`src/verilog/podc_pkg.sv`:
```
package podc_pkg;

  // ==========================================================
  // Register map (byte addresses, one word each)
  localparam logic [7:0] ADDR_CTRL     = 8'h00;
  localparam logic [7:0] ADDR_SHIFT_IN = 8'h04;
  localparam logic [7:0] ADDR_STATUS   = 8'h08;
  localparam logic [7:0] ADDR_CFG_LO   = 8'h0c;
  localparam logic [7:0] ADDR_CFG_HI   = 8'h10;

  localparam int CTRL_UPDATE_BIT = 0;
  localparam int ST_LOCK_BIT     = 0;
  localparam int ST_AWAKE_BIT    = 1;
  localparam int ST_BYPASS_BIT   = 2;
  localparam int ST_HALF_BIT     = 3;

  // ==========================================================
  // Configuration word layout
  localparam int CFG_W      = 54;
  localparam int SRC_LSB    = 0;
  localparam int SRC_W      = 3;
  localparam int DIV_W      = 5;
  localparam int REFDIV_LSB = 3;
  localparam int FBDIV_LSB  = 8;
  localparam int ADIV_LSB   = 13;
  localparam int BDIV_LSB   = 18;
  localparam int CDIV_LSB   = 23;
  localparam int NUM_DLY    = 6;
  localparam int TAP_W      = 3;
  localparam int DLY_LSB    = 28;
  localparam int NUM_PH     = 3;
  localparam int PH_W       = 2;
  localparam int PH_LSB     = 46;
  localparam int RCREF_BIT  = 52;
  localparam int EXTERNAL_FEEDBACK_IN_BIT  = 53;

  // ==========================================================
  // Source select encodings
  typedef enum logic [2:0] {
    SRC_OFF    = 3'h0,
    SRC_BYPASS = 3'h1,
    SRC_PLL    = 3'h2
  } podc_src_t;

  localparam logic [CFG_W-1:0] CFG_RESET = 54'h0 | 54'h2;

  // ==========================================================
  // Divider and delay sizing
  localparam int CNT_W     = 7;
  localparam int DLY_DEPTH = 8;
  localparam logic [DIV_W-1:0] HALF_DIV_MAX = 5'hd;
  localparam int LOCK_COUNT_DEF = 8;
  localparam int LOCK_W    = 8;

endpackage : podc_pkg

```
`src/verilog/podc_top.sv`:
```
// Our own choices: the APB interface to the registers and the register addresses.
`timescale 1ns/10ps
// Function
// Two clock inputs and six clock and lock outputs toward user logic.
// Three phase selectors, six programmable delays plus fixed one, five dividers.
// One dynamic shift register reloads configuration while running.
// Reference input feeds PLL core and primary output path.
// In bypass, resync strobe resets final divider to align with input clock.
// Resync strobe acts on its rising transition only.
// User holds resync strobe low one divider input period before raising.
// With PLL in use, strobe ignored; resync generated internally.
// Half division only in bypass with RC oscillator driving reference.
// Half division divides by 1.5 up to 14.5 in unit steps.
// External feedback compared against reference in phase detector.
// Active-low sleep disables PLL and forces all outputs low.
// Active-high lock shows steady lock between reference and feedback.
// Three global outputs from separate muxes with own selection and delay; code has a source select for A only, while B and C get only their own delays.
// Two core clock outputs drive local routing, separate from globals.
// Strobe edge detected on divider clock, count cleared next edge.
// Half division requested outside its condition is ignored.
module podc_top
  import podc_pkg::*;
#(
  parameter int LOCK_COUNT = LOCK_COUNT_DEF
) (
  input  wire logic        I_CLK,                        // Divider input clock, 125 MHz
  input  wire logic        I_RST,                        // Synchronous reset, high
  input  wire logic        I_PSEL,                       // APB select
  input  wire logic        I_PENABLE,                    // APB enable
  input  wire logic        I_PWRITE,                     // APB write
  input  wire logic [7:0]  I_PADDR,                      // APB byte address
  input  wire logic [31:0] I_PWDATA,                     // APB write data
  output logic      [31:0] O_PRDATA,                     // APB read data
  output logic             O_PREADY,                     // APB ready
  output logic             O_PSLVERR,                    // APB error
  input  wire logic        I_REFERENCE_CLOCK_IN,         // Reference clock, sampled
  input  wire logic        I_EXTERNAL_FEEDBACK_IN,       // External feedback, sampled
  input  wire logic        I_DIVIDER_RESYNC_STROBE,      // Resync strobe, rising edge
  input  wire logic        I_HALF_DIVISION_CONTROL,      // Half division, high
  input  wire logic        I_PLL_SLEEP_N,                // Power down, low
  output logic             O_PRIMARY_GLOBAL_CLOCK,       // Global output A
  output logic             O_SECONDARY_GLOBAL_CLOCK_ONE, // Global output B
  output logic             O_SECONDARY_GLOBAL_CLOCK_TWO, // Global output C
  output logic             O_CORE_CLOCK_ONE,             // Local output B
  output logic             O_CORE_CLOCK_TWO,             // Local output C
  output logic             O_LOCK                        // Lock indicator
);

  // ==========================================================
  // Elaboration checks
  if (LOCK_COUNT < 1 || LOCK_COUNT > 255) begin : g_chk
    $error("LOCK_COUNT must lie in 1..255");
  end
  // Package sizing must cover the widest half-tick period and every tap
  if (CNT_W < DIV_W + 2) begin : g_chk_cnt
    $error("CNT_W too narrow for the divider period");
  end
  if (DLY_DEPTH != 2 ** TAP_W) begin : g_chk_dly
    $error("DLY_DEPTH must match the tap select width");
  end

  localparam logic [LOCK_W-1:0] LOCK_TARGET = LOCK_W'(LOCK_COUNT);

  // ==========================================================
  // Divider arithmetic
  // Counts half-ticks: integer d+1 takes 2(d+1), half d+1.5 takes 2d+3
  function automatic logic [CNT_W-1:0] period_of(input logic [DIV_W-1:0] d, input logic half);
    logic [CNT_W-1:0] base;
    base = CNT_W'({d, 1'b0}) + CNT_W'(2);
    return half ? base + CNT_W'(1) : base;
  endfunction

  function automatic logic [CNT_W-1:0] high_of(input logic [DIV_W-1:0] d, input logic half);
    logic [CNT_W-1:0] base;
    base = CNT_W'(d) + CNT_W'(1);
    return half ? base + CNT_W'(1) : base;
  endfunction

  // ==========================================================
  // Configuration, loaded only through the shift register
  logic [CFG_W-1:0] shadow_reg;
  logic [CFG_W-1:0] cfg_reg;
  logic             cfg_update;
  logic             apb_done;
  logic             apb_access;
  logic             wr_shift;
  logic             wr_ctrl;

  assign apb_access = I_PSEL & I_PENABLE & ~O_PREADY;
  assign apb_done   = I_PSEL & I_PENABLE & O_PREADY;
  assign wr_shift   = apb_done & I_PWRITE & (I_PADDR == ADDR_SHIFT_IN);
  assign wr_ctrl    = apb_done & I_PWRITE & (I_PADDR == ADDR_CTRL);
  assign cfg_update = wr_ctrl & I_PWDATA[CTRL_UPDATE_BIT];

  always_ff @(posedge I_CLK) begin
    if (I_RST) begin
      shadow_reg <= CFG_RESET;
    end else if (wr_shift) begin
      shadow_reg <= {shadow_reg[CFG_W-2:0], I_PWDATA[0]};
    end
  end

  // Live reload; dividers B and C, and A outside bypass, resync on the same edge
  always_ff @(posedge I_CLK) begin
    if (I_RST) begin
      cfg_reg <= CFG_RESET;
    end else if (cfg_update) begin
      cfg_reg <= shadow_reg;
    end
  end

  podc_src_t        src_sel;
  logic [DIV_W-1:0] n_div;
  logic [DIV_W-1:0] m_div;
  logic [DIV_W-1:0] u_div;
  logic             rc_ref;
  logic             ext_fb;
  logic             bypass;
  logic             a_on;
  logic             half_ok;
  logic             awake;

  assign src_sel = podc_src_t'(cfg_reg[SRC_LSB +: SRC_W]);
  assign n_div   = cfg_reg[REFDIV_LSB +: DIV_W];
  assign m_div   = cfg_reg[FBDIV_LSB +: DIV_W];
  assign rc_ref  = cfg_reg[RCREF_BIT];
  assign ext_fb  = cfg_reg[EXTERNAL_FEEDBACK_IN_BIT];
  assign bypass  = (src_sel == SRC_BYPASS);
  assign a_on    = (src_sel != SRC_OFF);
  assign awake   = I_PLL_SLEEP_N;
  assign half_ok = bypass & rc_ref & I_HALF_DIVISION_CONTROL;
  // Half mode tops out at 14.5
  assign u_div   = (half_ok && cfg_reg[ADIV_LSB +: DIV_W] > HALF_DIV_MAX) ?
                   HALF_DIV_MAX : cfg_reg[ADIV_LSB +: DIV_W];

  // ==========================================================
  // Input edge detection
  logic ref_q_reg;
  logic ext_q_reg;
  logic strobe_q_reg;
  logic ref_rise;
  logic ref_edge;
  logic ext_rise;
  logic strobe_rise;

  // Strobe history resets high: a strobe held through reset is no edge
  always_ff @(posedge I_CLK) begin
    if (I_RST) begin
      ref_q_reg    <= 1'b0;
      ext_q_reg    <= 1'b0;
      strobe_q_reg <= 1'b1;
    end else begin
      ref_q_reg    <= I_REFERENCE_CLOCK_IN;
      ext_q_reg    <= I_EXTERNAL_FEEDBACK_IN;
      strobe_q_reg <= I_DIVIDER_RESYNC_STROBE;
    end
  end

  assign ref_rise    = I_REFERENCE_CLOCK_IN & ~ref_q_reg;
  assign ref_edge    = I_REFERENCE_CLOCK_IN ^ ref_q_reg;
  assign ext_rise    = I_EXTERNAL_FEEDBACK_IN & ~ext_q_reg;
  assign strobe_rise = I_DIVIDER_RESYNC_STROBE & ~strobe_q_reg;

  // ==========================================================
  // PLL core model: reference and feedback dividers, phase detector
  logic [DIV_W-1:0] refcnt_reg;
  logic [DIV_W-1:0] fbcnt_reg;
  logic [1:0]       fbseen_reg;
  logic [LOCK_W-1:0] lockcnt_reg;
  logic             lock_next;
  logic             ref_pulse;
  logic             fb_int_pulse;
  logic             fb_pulse;
  logic             int_resync;
  logic [DLY_DEPTH-1:0] line_reg [NUM_DLY];
  logic [NUM_DLY-1:0]   tap_out;

  assign ref_pulse    = awake & ref_rise & (refcnt_reg == n_div);
  // Internal VCO ticks every cycle while awake
  assign fb_int_pulse = awake & (fbcnt_reg == m_div);
  assign fb_pulse     = awake & (ext_fb ? ext_rise : tap_out[5]);

  always_ff @(posedge I_CLK) begin
    if (I_RST || !awake) begin
      refcnt_reg <= '0;
    end else if (ref_rise) begin
      refcnt_reg <= (refcnt_reg >= n_div) ? '0 : refcnt_reg + DIV_W'(1);
    end
  end

  always_ff @(posedge I_CLK) begin
    if (I_RST || !awake) begin
      fbcnt_reg <= '0;
    end else begin
      fbcnt_reg <= (fbcnt_reg >= m_div) ? '0 : fbcnt_reg + DIV_W'(1);
    end
  end

  // A feedback edge in the comparing cycle counts for the next window
  always_ff @(posedge I_CLK) begin
    if (I_RST || !awake) begin
      fbseen_reg <= 2'h0;
    end else if (ref_pulse) begin
      fbseen_reg <= {1'b0, fb_pulse};
    end else if (fb_pulse && fbseen_reg != 2'h2) begin
      fbseen_reg <= fbseen_reg + 2'h1;
    end
  end

  // Exactly one feedback edge per reference window counts as good
  always_ff @(posedge I_CLK) begin
    if (I_RST || !awake) begin
      lockcnt_reg <= '0;
    end else if (ref_pulse) begin
      if (fbseen_reg != 2'h1) begin
        lockcnt_reg <= '0;
      end else if (lockcnt_reg != LOCK_TARGET) begin
        lockcnt_reg <= lockcnt_reg + LOCK_W'(1);
      end
    end
  end

  assign lock_next  = awake & (lockcnt_reg == LOCK_TARGET);
  assign int_resync = (lock_next & ~O_LOCK) | cfg_update;

  // ==========================================================
  // Output dividers A, B, C with phase selectors
  logic [CNT_W-1:0] cnt_reg [NUM_PH];
  logic [DIV_W-1:0] ch_div  [NUM_PH];
  logic [NUM_PH-1:0] ch_half;
  logic [NUM_PH-1:0] ch_tick;
  logic [NUM_PH-1:0] ch_sync;
  logic [NUM_PH-1:0] ch_bit;

  always_comb begin
    ch_div[0]  = u_div;
    ch_div[1]  = cfg_reg[BDIV_LSB +: DIV_W];
    ch_div[2]  = cfg_reg[CDIV_LSB +: DIV_W];
    ch_half    = {2'b00, half_ok};
    ch_tick    = {2'b11, bypass ? ref_edge : 1'b1};
    ch_sync[0] = bypass ? strobe_rise : int_resync;
    ch_sync[1] = int_resync;
    ch_sync[2] = int_resync;
  end

  always_ff @(posedge I_CLK) begin
    for (int i = 0; i < NUM_PH; i++) begin
      if (I_RST || !awake) begin
        cnt_reg[i] <= '0;
      end else if (ch_sync[i]) begin
        cnt_reg[i] <= CNT_W'(cfg_reg[PH_LSB + i*PH_W +: PH_W]);
      end else if (ch_tick[i]) begin
        cnt_reg[i] <= (cnt_reg[i] >= period_of(ch_div[i], ch_half[i]) - CNT_W'(1)) ?
                      '0 : cnt_reg[i] + CNT_W'(1);
      end
    end
  end

  always_comb begin
    for (int i = 0; i < NUM_PH; i++) begin
      ch_bit[i] = (cnt_reg[i] < high_of(ch_div[i], ch_half[i]));
    end
    ch_bit[0] = ch_bit[0] & a_on;
  end

  // ==========================================================
  // Programmable delays: PRIMARY_GLOBAL_CLOCK, SECONDARY_GLOBAL_CLOCK_ONE, YB, SECONDARY_GLOBAL_CLOCK_TWO, YC, feedback
  logic [NUM_DLY-1:0] line_in;
  assign line_in = {fb_int_pulse, ch_bit[2], ch_bit[2], ch_bit[1], ch_bit[1], ch_bit[0]};

  always_ff @(posedge I_CLK) begin
    for (int k = 0; k < NUM_DLY; k++) begin
      if (I_RST || !awake) begin
        line_reg[k] <= '0;
      end else begin
        line_reg[k] <= {line_reg[k][DLY_DEPTH-2:0], line_in[k]};
      end
    end
  end

  always_comb begin
    for (int k = 0; k < NUM_DLY; k++) begin
      tap_out[k] = line_reg[k][cfg_reg[DLY_LSB + k*TAP_W +: TAP_W]];
    end
  end

  // ==========================================================
  // Output stage is the fixed delay; sleep forces everything low
  always_ff @(posedge I_CLK) begin
    if (I_RST || !awake) begin
      O_PRIMARY_GLOBAL_CLOCK       <= 1'b0;
      O_SECONDARY_GLOBAL_CLOCK_ONE <= 1'b0;
      O_CORE_CLOCK_ONE             <= 1'b0;
      O_SECONDARY_GLOBAL_CLOCK_TWO <= 1'b0;
      O_CORE_CLOCK_TWO             <= 1'b0;
      O_LOCK                       <= 1'b0;
    end else begin
      O_PRIMARY_GLOBAL_CLOCK       <= tap_out[0];
      O_SECONDARY_GLOBAL_CLOCK_ONE <= tap_out[1];
      O_CORE_CLOCK_ONE             <= tap_out[2];
      O_SECONDARY_GLOBAL_CLOCK_TWO <= tap_out[3];
      O_CORE_CLOCK_TWO             <= tap_out[4];
      O_LOCK                       <= lock_next;
    end
  end

  // ==========================================================
  // APB slave, one wait state
  // Writes to read-only offsets are dropped without an error
  logic [31:0] rdata;
  logic        addr_ok;

  always_comb begin
    rdata   = 32'h0;
    addr_ok = 1'b1;
    case (I_PADDR)
      ADDR_CTRL:     rdata = 32'h0;
      ADDR_SHIFT_IN: rdata = shadow_reg[31:0];
      ADDR_STATUS: begin
        rdata[ST_LOCK_BIT]   = O_LOCK;
        rdata[ST_AWAKE_BIT]  = awake;
        rdata[ST_BYPASS_BIT] = bypass;
        rdata[ST_HALF_BIT]   = half_ok;
      end
      ADDR_CFG_LO:   rdata = cfg_reg[31:0];
      ADDR_CFG_HI:   rdata = {10'h0, cfg_reg[CFG_W-1:32]};
      default:       addr_ok = 1'b0;
    endcase
  end

  always_ff @(posedge I_CLK) begin
    if (I_RST) begin
      O_PREADY  <= 1'b0;
      O_PRDATA  <= 32'h0;
      O_PSLVERR <= 1'b0;
    end else begin
      O_PREADY  <= apb_access;
      O_PRDATA  <= (apb_access && !I_PWRITE) ? rdata : 32'h0;
      O_PSLVERR <= apb_access & ~addr_ok;
    end
  end

endmodule // podc_top

```
`config.mk`:
```
export PLATFORM = sky130hd
export DESIGN_NAME = podc_top
export DESIGN_NICKNAME = d
export VERILOG_FILES = /design/src/verilog/podc_pkg.sv /design/src/verilog/podc_top.sv
export SDC_FILE = /design/constraint.sdc
export NUM_CORES = 1
export LEC_CHECK = 0
export BUFFER_PORTS_ARGS = -buffer_cell sky130_fd_sc_hd__buf_2
export CAP_MARGIN = 0
export CELL_PAD_IN_SITES_DETAIL_PLACEMENT = 0
export CELL_PAD_IN_SITES_GLOBAL_PLACEMENT = 1
export CORE_ASPECT_RATIO = 1.1
export CORE_UTILIZATION = 46
export CTS_CLUSTER_DIAMETER = 30
export DETAILED_ROUTE_END_ITERATION = 16
export PLACE_DENSITY_LB_ADDON = 0.08
export RECOVER_POWER = 100
export SETUP_SLACK_MARGIN = 0.5
export SLEW_MARGIN = 20
export SYNTH_ARGS = -nofsm -noshare
export SYNTH_HDL_FRONTEND = slang
export SYNTH_SLANG_ARGS = --single-unit
```
`constraint.sdc`:
```
create_clock -name I_CLK -period 4.3 [get_ports I_CLK]
set_input_delay 0.43 -clock I_CLK [delete_from_list [all_inputs] [get_ports I_CLK]]
set_output_delay 0.43 -clock I_CLK [all_outputs]
set_load 0.01 [all_outputs]
```
Yosys cells after proc, flatten, opt, wreduce, memory -nomap -nowiden. Memory sizes are Yosys's and may differ from the RTL's. Index checks and enable logic that the tools add are counted.

Logic and storage cells: 178. Latch bits: 0. Bits of input ports: 50. Memory bits (read-only): 0. Bits in writable memories: 69. Bits in registers: 171. Memories kept: 2.

Memories: line_reg (words 6, bits a word 8, read ports 6, clocked after memory_dff 0, write ports 6, RTL line podc_top.sv:175) `logic [DLY_DEPTH-1:0] line_reg [NUM_DLY];`; cnt_reg (words 3, bits a word 7, read ports 3, clocked after memory_dff 0, write ports 3, RTL line podc_top.sv:228) `logic [CNT_W-1:0] cnt_reg [NUM_PH];`.

$lt $le $gt $ge: 15. Multiplexer cells: 57. Bitwise logic cells: 41. Multipliers: 0. $add $sub $neg: 18. Reductions and logical operators: 15. Shift operators: 0. Div/mod/pow operators: 0. Equality and inequality tests: 11.

Operator list (count): 28-bit case mux with 3 select lines (1); 7-bit 2-to-1 mux (11); 8-bit 2-to-1 mux (8); 7-bit by 1-bit adder with 7-bit output, second input constant (4); 1-bit 2-to-1 mux (28); 8-bit by 4-bit == test with 1-bit output, second input constant (3); 3-bit by 4-bit < comparator with 1-bit output, second input constant (6); 6-bit by 2-bit adder with 7-bit output, second input constant (3); 7-bit >= comparator (3); 7-bit by 1-bit subtractor with 7-bit output, second input constant (3); 1-bit AND (20); 5-bit by 1-bit adder with 6-bit output, second input constant (3); 1-bit binary-select mux with 3-bit select (6); 4-bit case mux with 4 select lines (1); 7-bit by 6-bit < comparator with 1-bit output (2); 1-bit OR (13); 5-bit by 1-bit adder with 5-bit output, second input constant (2); 5-bit == test (2); 5-bit >= comparator (2); 5-bit 2-to-1 mux (2); 8-bit by 1-bit adder with 8-bit output, second input constant (1); 8-bit by 3-bit == test with 1-bit output, second input constant (1); 8-bit by 5-bit == test with 1-bit output, second input constant (1); 8-bit logical NOT (1); 18 further kinds (30).

Depth between registers and ports, before layout.
Word-level depth: 12. Depth in mapped cells: 16. Gate-level depth less buffers: 15.

Least setup slack after synthesis. Ideal clock, no wire load.

Path kind: flip-flop to flip-flop. From: reg cfg_reg[1]. To: mem cnt_reg[0][2], data pin. Arrival: 3.664 ns. Clock period less this slack: 3.804 ns. Cell stages (with the launch flop): 17. Slack: 0.496 ns. Data required time: 4.160 ns. Path buffers: 1. Cell sequence: dfxtp_1 -> or3b_1 -> buf_4 -> nor2_8 -> inv_4 -> o21a_1 -> ha_1 -> and3_1 -> o32ai_2 -> a31oi_4 -> nor4_2 -> mux2_1 -> ha_1 -> nand4_1 -> nor3_1 -> or4_1 -> nor2_1.

RTL lines: start: declaration (RTL line podc_top.sv:82) `logic [CFG_W-1:0] cfg_reg;`; start signal: assignment (RTL line podc_top.sv:108) `cfg_reg <= shadow_reg;`; end: declaration (RTL line podc_top.sv:228).

==> results.txt <==
----------------------------------------------------
[Clock tree]
  CTS clk-pin slew, worst paths ... roughly 0.05 ns
  Clk Tree Root Cell ... sky130_fd_sc_hd__clkbuf_16
  Count of H-tree levels built during CTS ... 2
  Clock Latency Late Sink ... about 0.53 ns
  Longest Clk Path Bufs ... 3
  TritonCTS clock tree ... built
  CTS Sinks ... 224
  CTS buffer count ... 45

[Place]
  # port buffers ... 58
  Pre-CTS setup slack ... 0.183 ns
  Number of instances in the placed design ... roughly 1500
  Global placer's final weighted congestion ... about 0.8
  HPWL after DPL ... roughly 17 mm

[Run]
  Number of max-cap violations ... 5

[Synth]
  Share of synthesized registers carrying an async set or reset ... 0%
  Dominant register cell in the synthesized netlist ... sky130_fd_sc_hd__dfxtp_1
  Leading cell types by total area after synthesis ... sky130_fd_sc_hd__dfxtp_1 (39%), sky130_fd_sc_hd__nand2_1 (8.9%), sky130_fd_sc_hd__ha_1 (7.0%)
  Number of enable flip-flop cells after synthesis ... 21
  Number of synthesized register bits ... between 200 and 250
  Most instantiated library cell after synthesis ... sky130_fd_sc_hd__nand2_1
  Number of library cell types mapped by synthesis ... between 60 and 70
  Fraction of synthesized cell area taken by the top area cell type ... 39.3%
  Post-synthesis instance total ... approximately 1100
  Sequential cell area fraction in the yosys report ... roughly 45%
  Synth warnings ... 0
  Library cell with the largest summed area after synthesis ... sky130_fd_sc_hd__dfxtp_1
  Synthesized cell area ... around 0.010 mm2
  Post-synthesis average cell area ... between 9 and 10 um2
  Most common library cells after synthesis ... sky130_fd_sc_hd__nand2_1 (244), sky130_fd_sc_hd__dfxtp_1 (203), sky130_fd_sc_hd__a21oi_1 (123)

[Route]
  Total wirelength of the detailed-routed design ... ~26 mm
  DRC violation count after routing ... 0
  Remaining antenna violation count ... 0
  Initial drt markers ... ~370
  Post-detailed-route via-to-cell ratio ... roughly 5.3
  Via count ... ~8200
  Iteration count of the initial detailed-routing pass ... 4
  Per-cell routed wire length ... around 17 um

[Critical path]
  Required time worst endpoint ... ~4.7 ns
  Type of the setup path with the least slack ... flip-flop to flip-flop
  Beginning of the critical path ... cfg_reg[0]
  Critical path's largest stage delay ... 0.58 ns
  Arrival time at the worst endpoint ... ~4.2 ns
  Worst R2R Setup Slack ... approximately 0.45 ns
  Worst-path cell with the longest stage delay ... sky130_fd_sc_hd__or4_4
  Buf+Inv Stages, Crit Path ... 1
  Worst R2R Start ... cfg_reg[0]
  Cell repeated most along the worst path ... sky130_fd_sc_hd__ha_4
  Critical-path maximum fanout ... 9
  Kind of end point of the critical path ... flip-flop
  Crit-path leading delay family ... simple AND/OR/NAND/NOR gates
  Critical path startpoint category ... flip-flop
  Critical path cell sequence ... or3b_1 > nor2_8 > inv_4 > o21a_4 > ha_4 > and3_4 > o32ai_4 > a31oi_4 > nor4_1 > mux2_1 > ha_4 > a211o_1 > or4_4 > nor2_1
  Reg-to-Reg End ... cnt_reg[0][2]
  Path depth of the worst reg2reg path ... 14

[Floorplan]
  Width of the die ... 145 um
  Total core area ... 0.0220 mm2
  Die Area ... between 0.02 and 0.025 mm2
  Top-Level Pins ... 90
  Starting utilization of the core area ... 46.9%
  Number of placement rows ... 57
  Y dimension of the die ... between 150 and 200 um

[Finish]
  Synth-to-Final Area Change ... 20.3%
  Final Instance Count excl. Fillers ... roughly 1500
  Number of diodes ... 0
  Post-layout nets ... 1322
  Share of post-route cells with drive strength above 1 ... approximately 11%

[GRT]
  Global route overflow ... 0
  Wire length of the first global-routing pass ... approximately 42 mm
  Overall fraction of global-route tracks in use ... 22.6%
  Number of global-route vias before repair ... 8072
  Antenna violations before repair ... 0
  Largest net degree at the start of global routing ... 99

[Timing]
  Final number of setup-violating endpoints ... 0
  Final Worst Setup Slack ... 0.455 ns
  Post-route fraction of the period consumed by the critical path ... about nine tenths
  Hold violation total from the final report ... 0
  Measured slew at the worst slew-check pin ... approximately 2.5 ns
  Setup total negative slack ... 0 ns
  Final min period ... 3.85 ns
  Setup repair after global routing missed its margin ... false
  Max_slew headroom ... -67.9%
  Number of max-slew violations in the final report ... approximately 230
  Worst Hold Slack ... approximately 0.14 ns
  Maximum clock skew at final layout ... 0.0211 ns
  FMAX ... ~260 MHz

[Min path]
  Worst hold stages ... 2
  Hold Crit Start ... I_DIVIDER_RESYNC_STROBE
  Worst min-delay path endpoint ... strobe_q_reg
  Class of the worst hold path ... input pin to flip-flop

[Power]
  Cell Int Power ... roughly 4.7 mW
  Max rail drop VDD ... around 0.00032 V
  Part of the total power dissipated in sequential elements ... between 30% and 40%
  Leakage power ... 4.40 nW
  Switching part of the total power ... 20.8%
  Clock group share of total power ... between 60 and 70%
  Power per cell area ... approximately 480 mW/mm2
  Switching power total ... about 1.2 mW
  Share of power burned in combinational logic ... between 2 and 2.5%

[Outcome]
  Violated checks ... max-capacitance violations, max-slew violations
  Status ... finished with violations

----------------------------------------------------
layout make-up:
type	instances	area, um2
fillers	2086	9610
multi-input cells	833	5250
flip-flops and latches	224	4700
clock buffers	55	1270
clock inverters	29	370
well taps	295	369
repair buffers	72	329
inverters	38	145
metrics by stage:
stage	util, %	area, um2	total power, mW
global route	56.4	12400	6.17
global placement	49.1	10800	2.32
finish	56.4	12400	5.99
floorplan	-	10400	2.27
CTS	56.7	12500	6.04
detailed placement	49.1	10800	2.32
logic make-up (layout without fill, tap and decap cells):
| family | count (synthesis) | count (layout) | share of synthesized area [%] |
|---|---|---|---|
| AND/OR/NAND/NOR | 449 | 449 | 20.0 |
| AO/OA/AOI/OAI | 246 | 246 | 15.5 |
| flip-flops | 224 | 224 | 45.4 |
| buffers and inverters | 99 | 194 | 4.67 |
| adder cells (fa/ha/maj) | 58 | 58 | 7.02 |
| XOR/XNOR | 40 | 40 | 3.39 |
| multiplexers | 25 | 25 | 3.92 |
| other | 1 | 15 | 0.0363 |
how the worst max path moves through the flow:
stage	to	slack, ns	cells after the start
final	cnt_reg[0][2]	0.45	14
after CTS	cnt_reg[0][5]	0.50	15
after floorplan	cnt_reg[0][2]	0.56	16
after global placement	cnt_reg[0][2]	0.26	15
after detailed placement	cnt_reg[0][5]	0.18	15
after global routing	cnt_reg[0][2]	0.27	14
cells in the final DEF (no fill, tap or decap), types with 21 or more instances in the layout:
cell,instances
sky130_fd_sc_hd__clkbuf_16,49
sky130_fd_sc_hd__a22oi_1,32
sky130_fd_sc_hd__nor2_1,62
sky130_fd_sc_hd__edfxtp_1,21
sky130_fd_sc_hd__a21oi_1,123
sky130_fd_sc_hd__nand3_1,30
sky130_fd_sc_hd__dfxtp_1,201
sky130_fd_sc_hd__a22o_1,22
sky130_fd_sc_hd__inv_1,37
sky130_fd_sc_hd__nand2_1,244
sky130_fd_sc_hd__ha_1,56
sky130_fd_sc_hd__clkbuf_1,49
power by group through the flow:
stage | Combinational, mW | Sequential [mW] | Clock (mW)
after detailed placement | 0.140 | 2.18 | 0
after CTS | 0.142 | 2.14 | 3.76
after global placement | 0.140 | 2.18 | 0
after global routing | 0.156 | 2.14 | 3.87
final | 0.138 | 2.14 | 3.71
after floorplan | 0.0941 | 2.17 | 0
metal layers:
metal  GRT usage (%)  wire length [um]  vias to the layer above
met4            6.58               446                        0
li1                -                 -                     4115
met2            39.1             12500                      158
met1            28.9             11900                     3920
met3            3.64               986                       40
met5               0                 0                        -
what timing repair did:
action / CTS / global route
resized for setup: 6 / 12
hold buffers: 0 / 0
setup endpoints to repair: 7 / 7
pin swaps: 4 / 5
setup buffers: 3 / 0
Note: power is estimated with default switching activity, not from simulation.
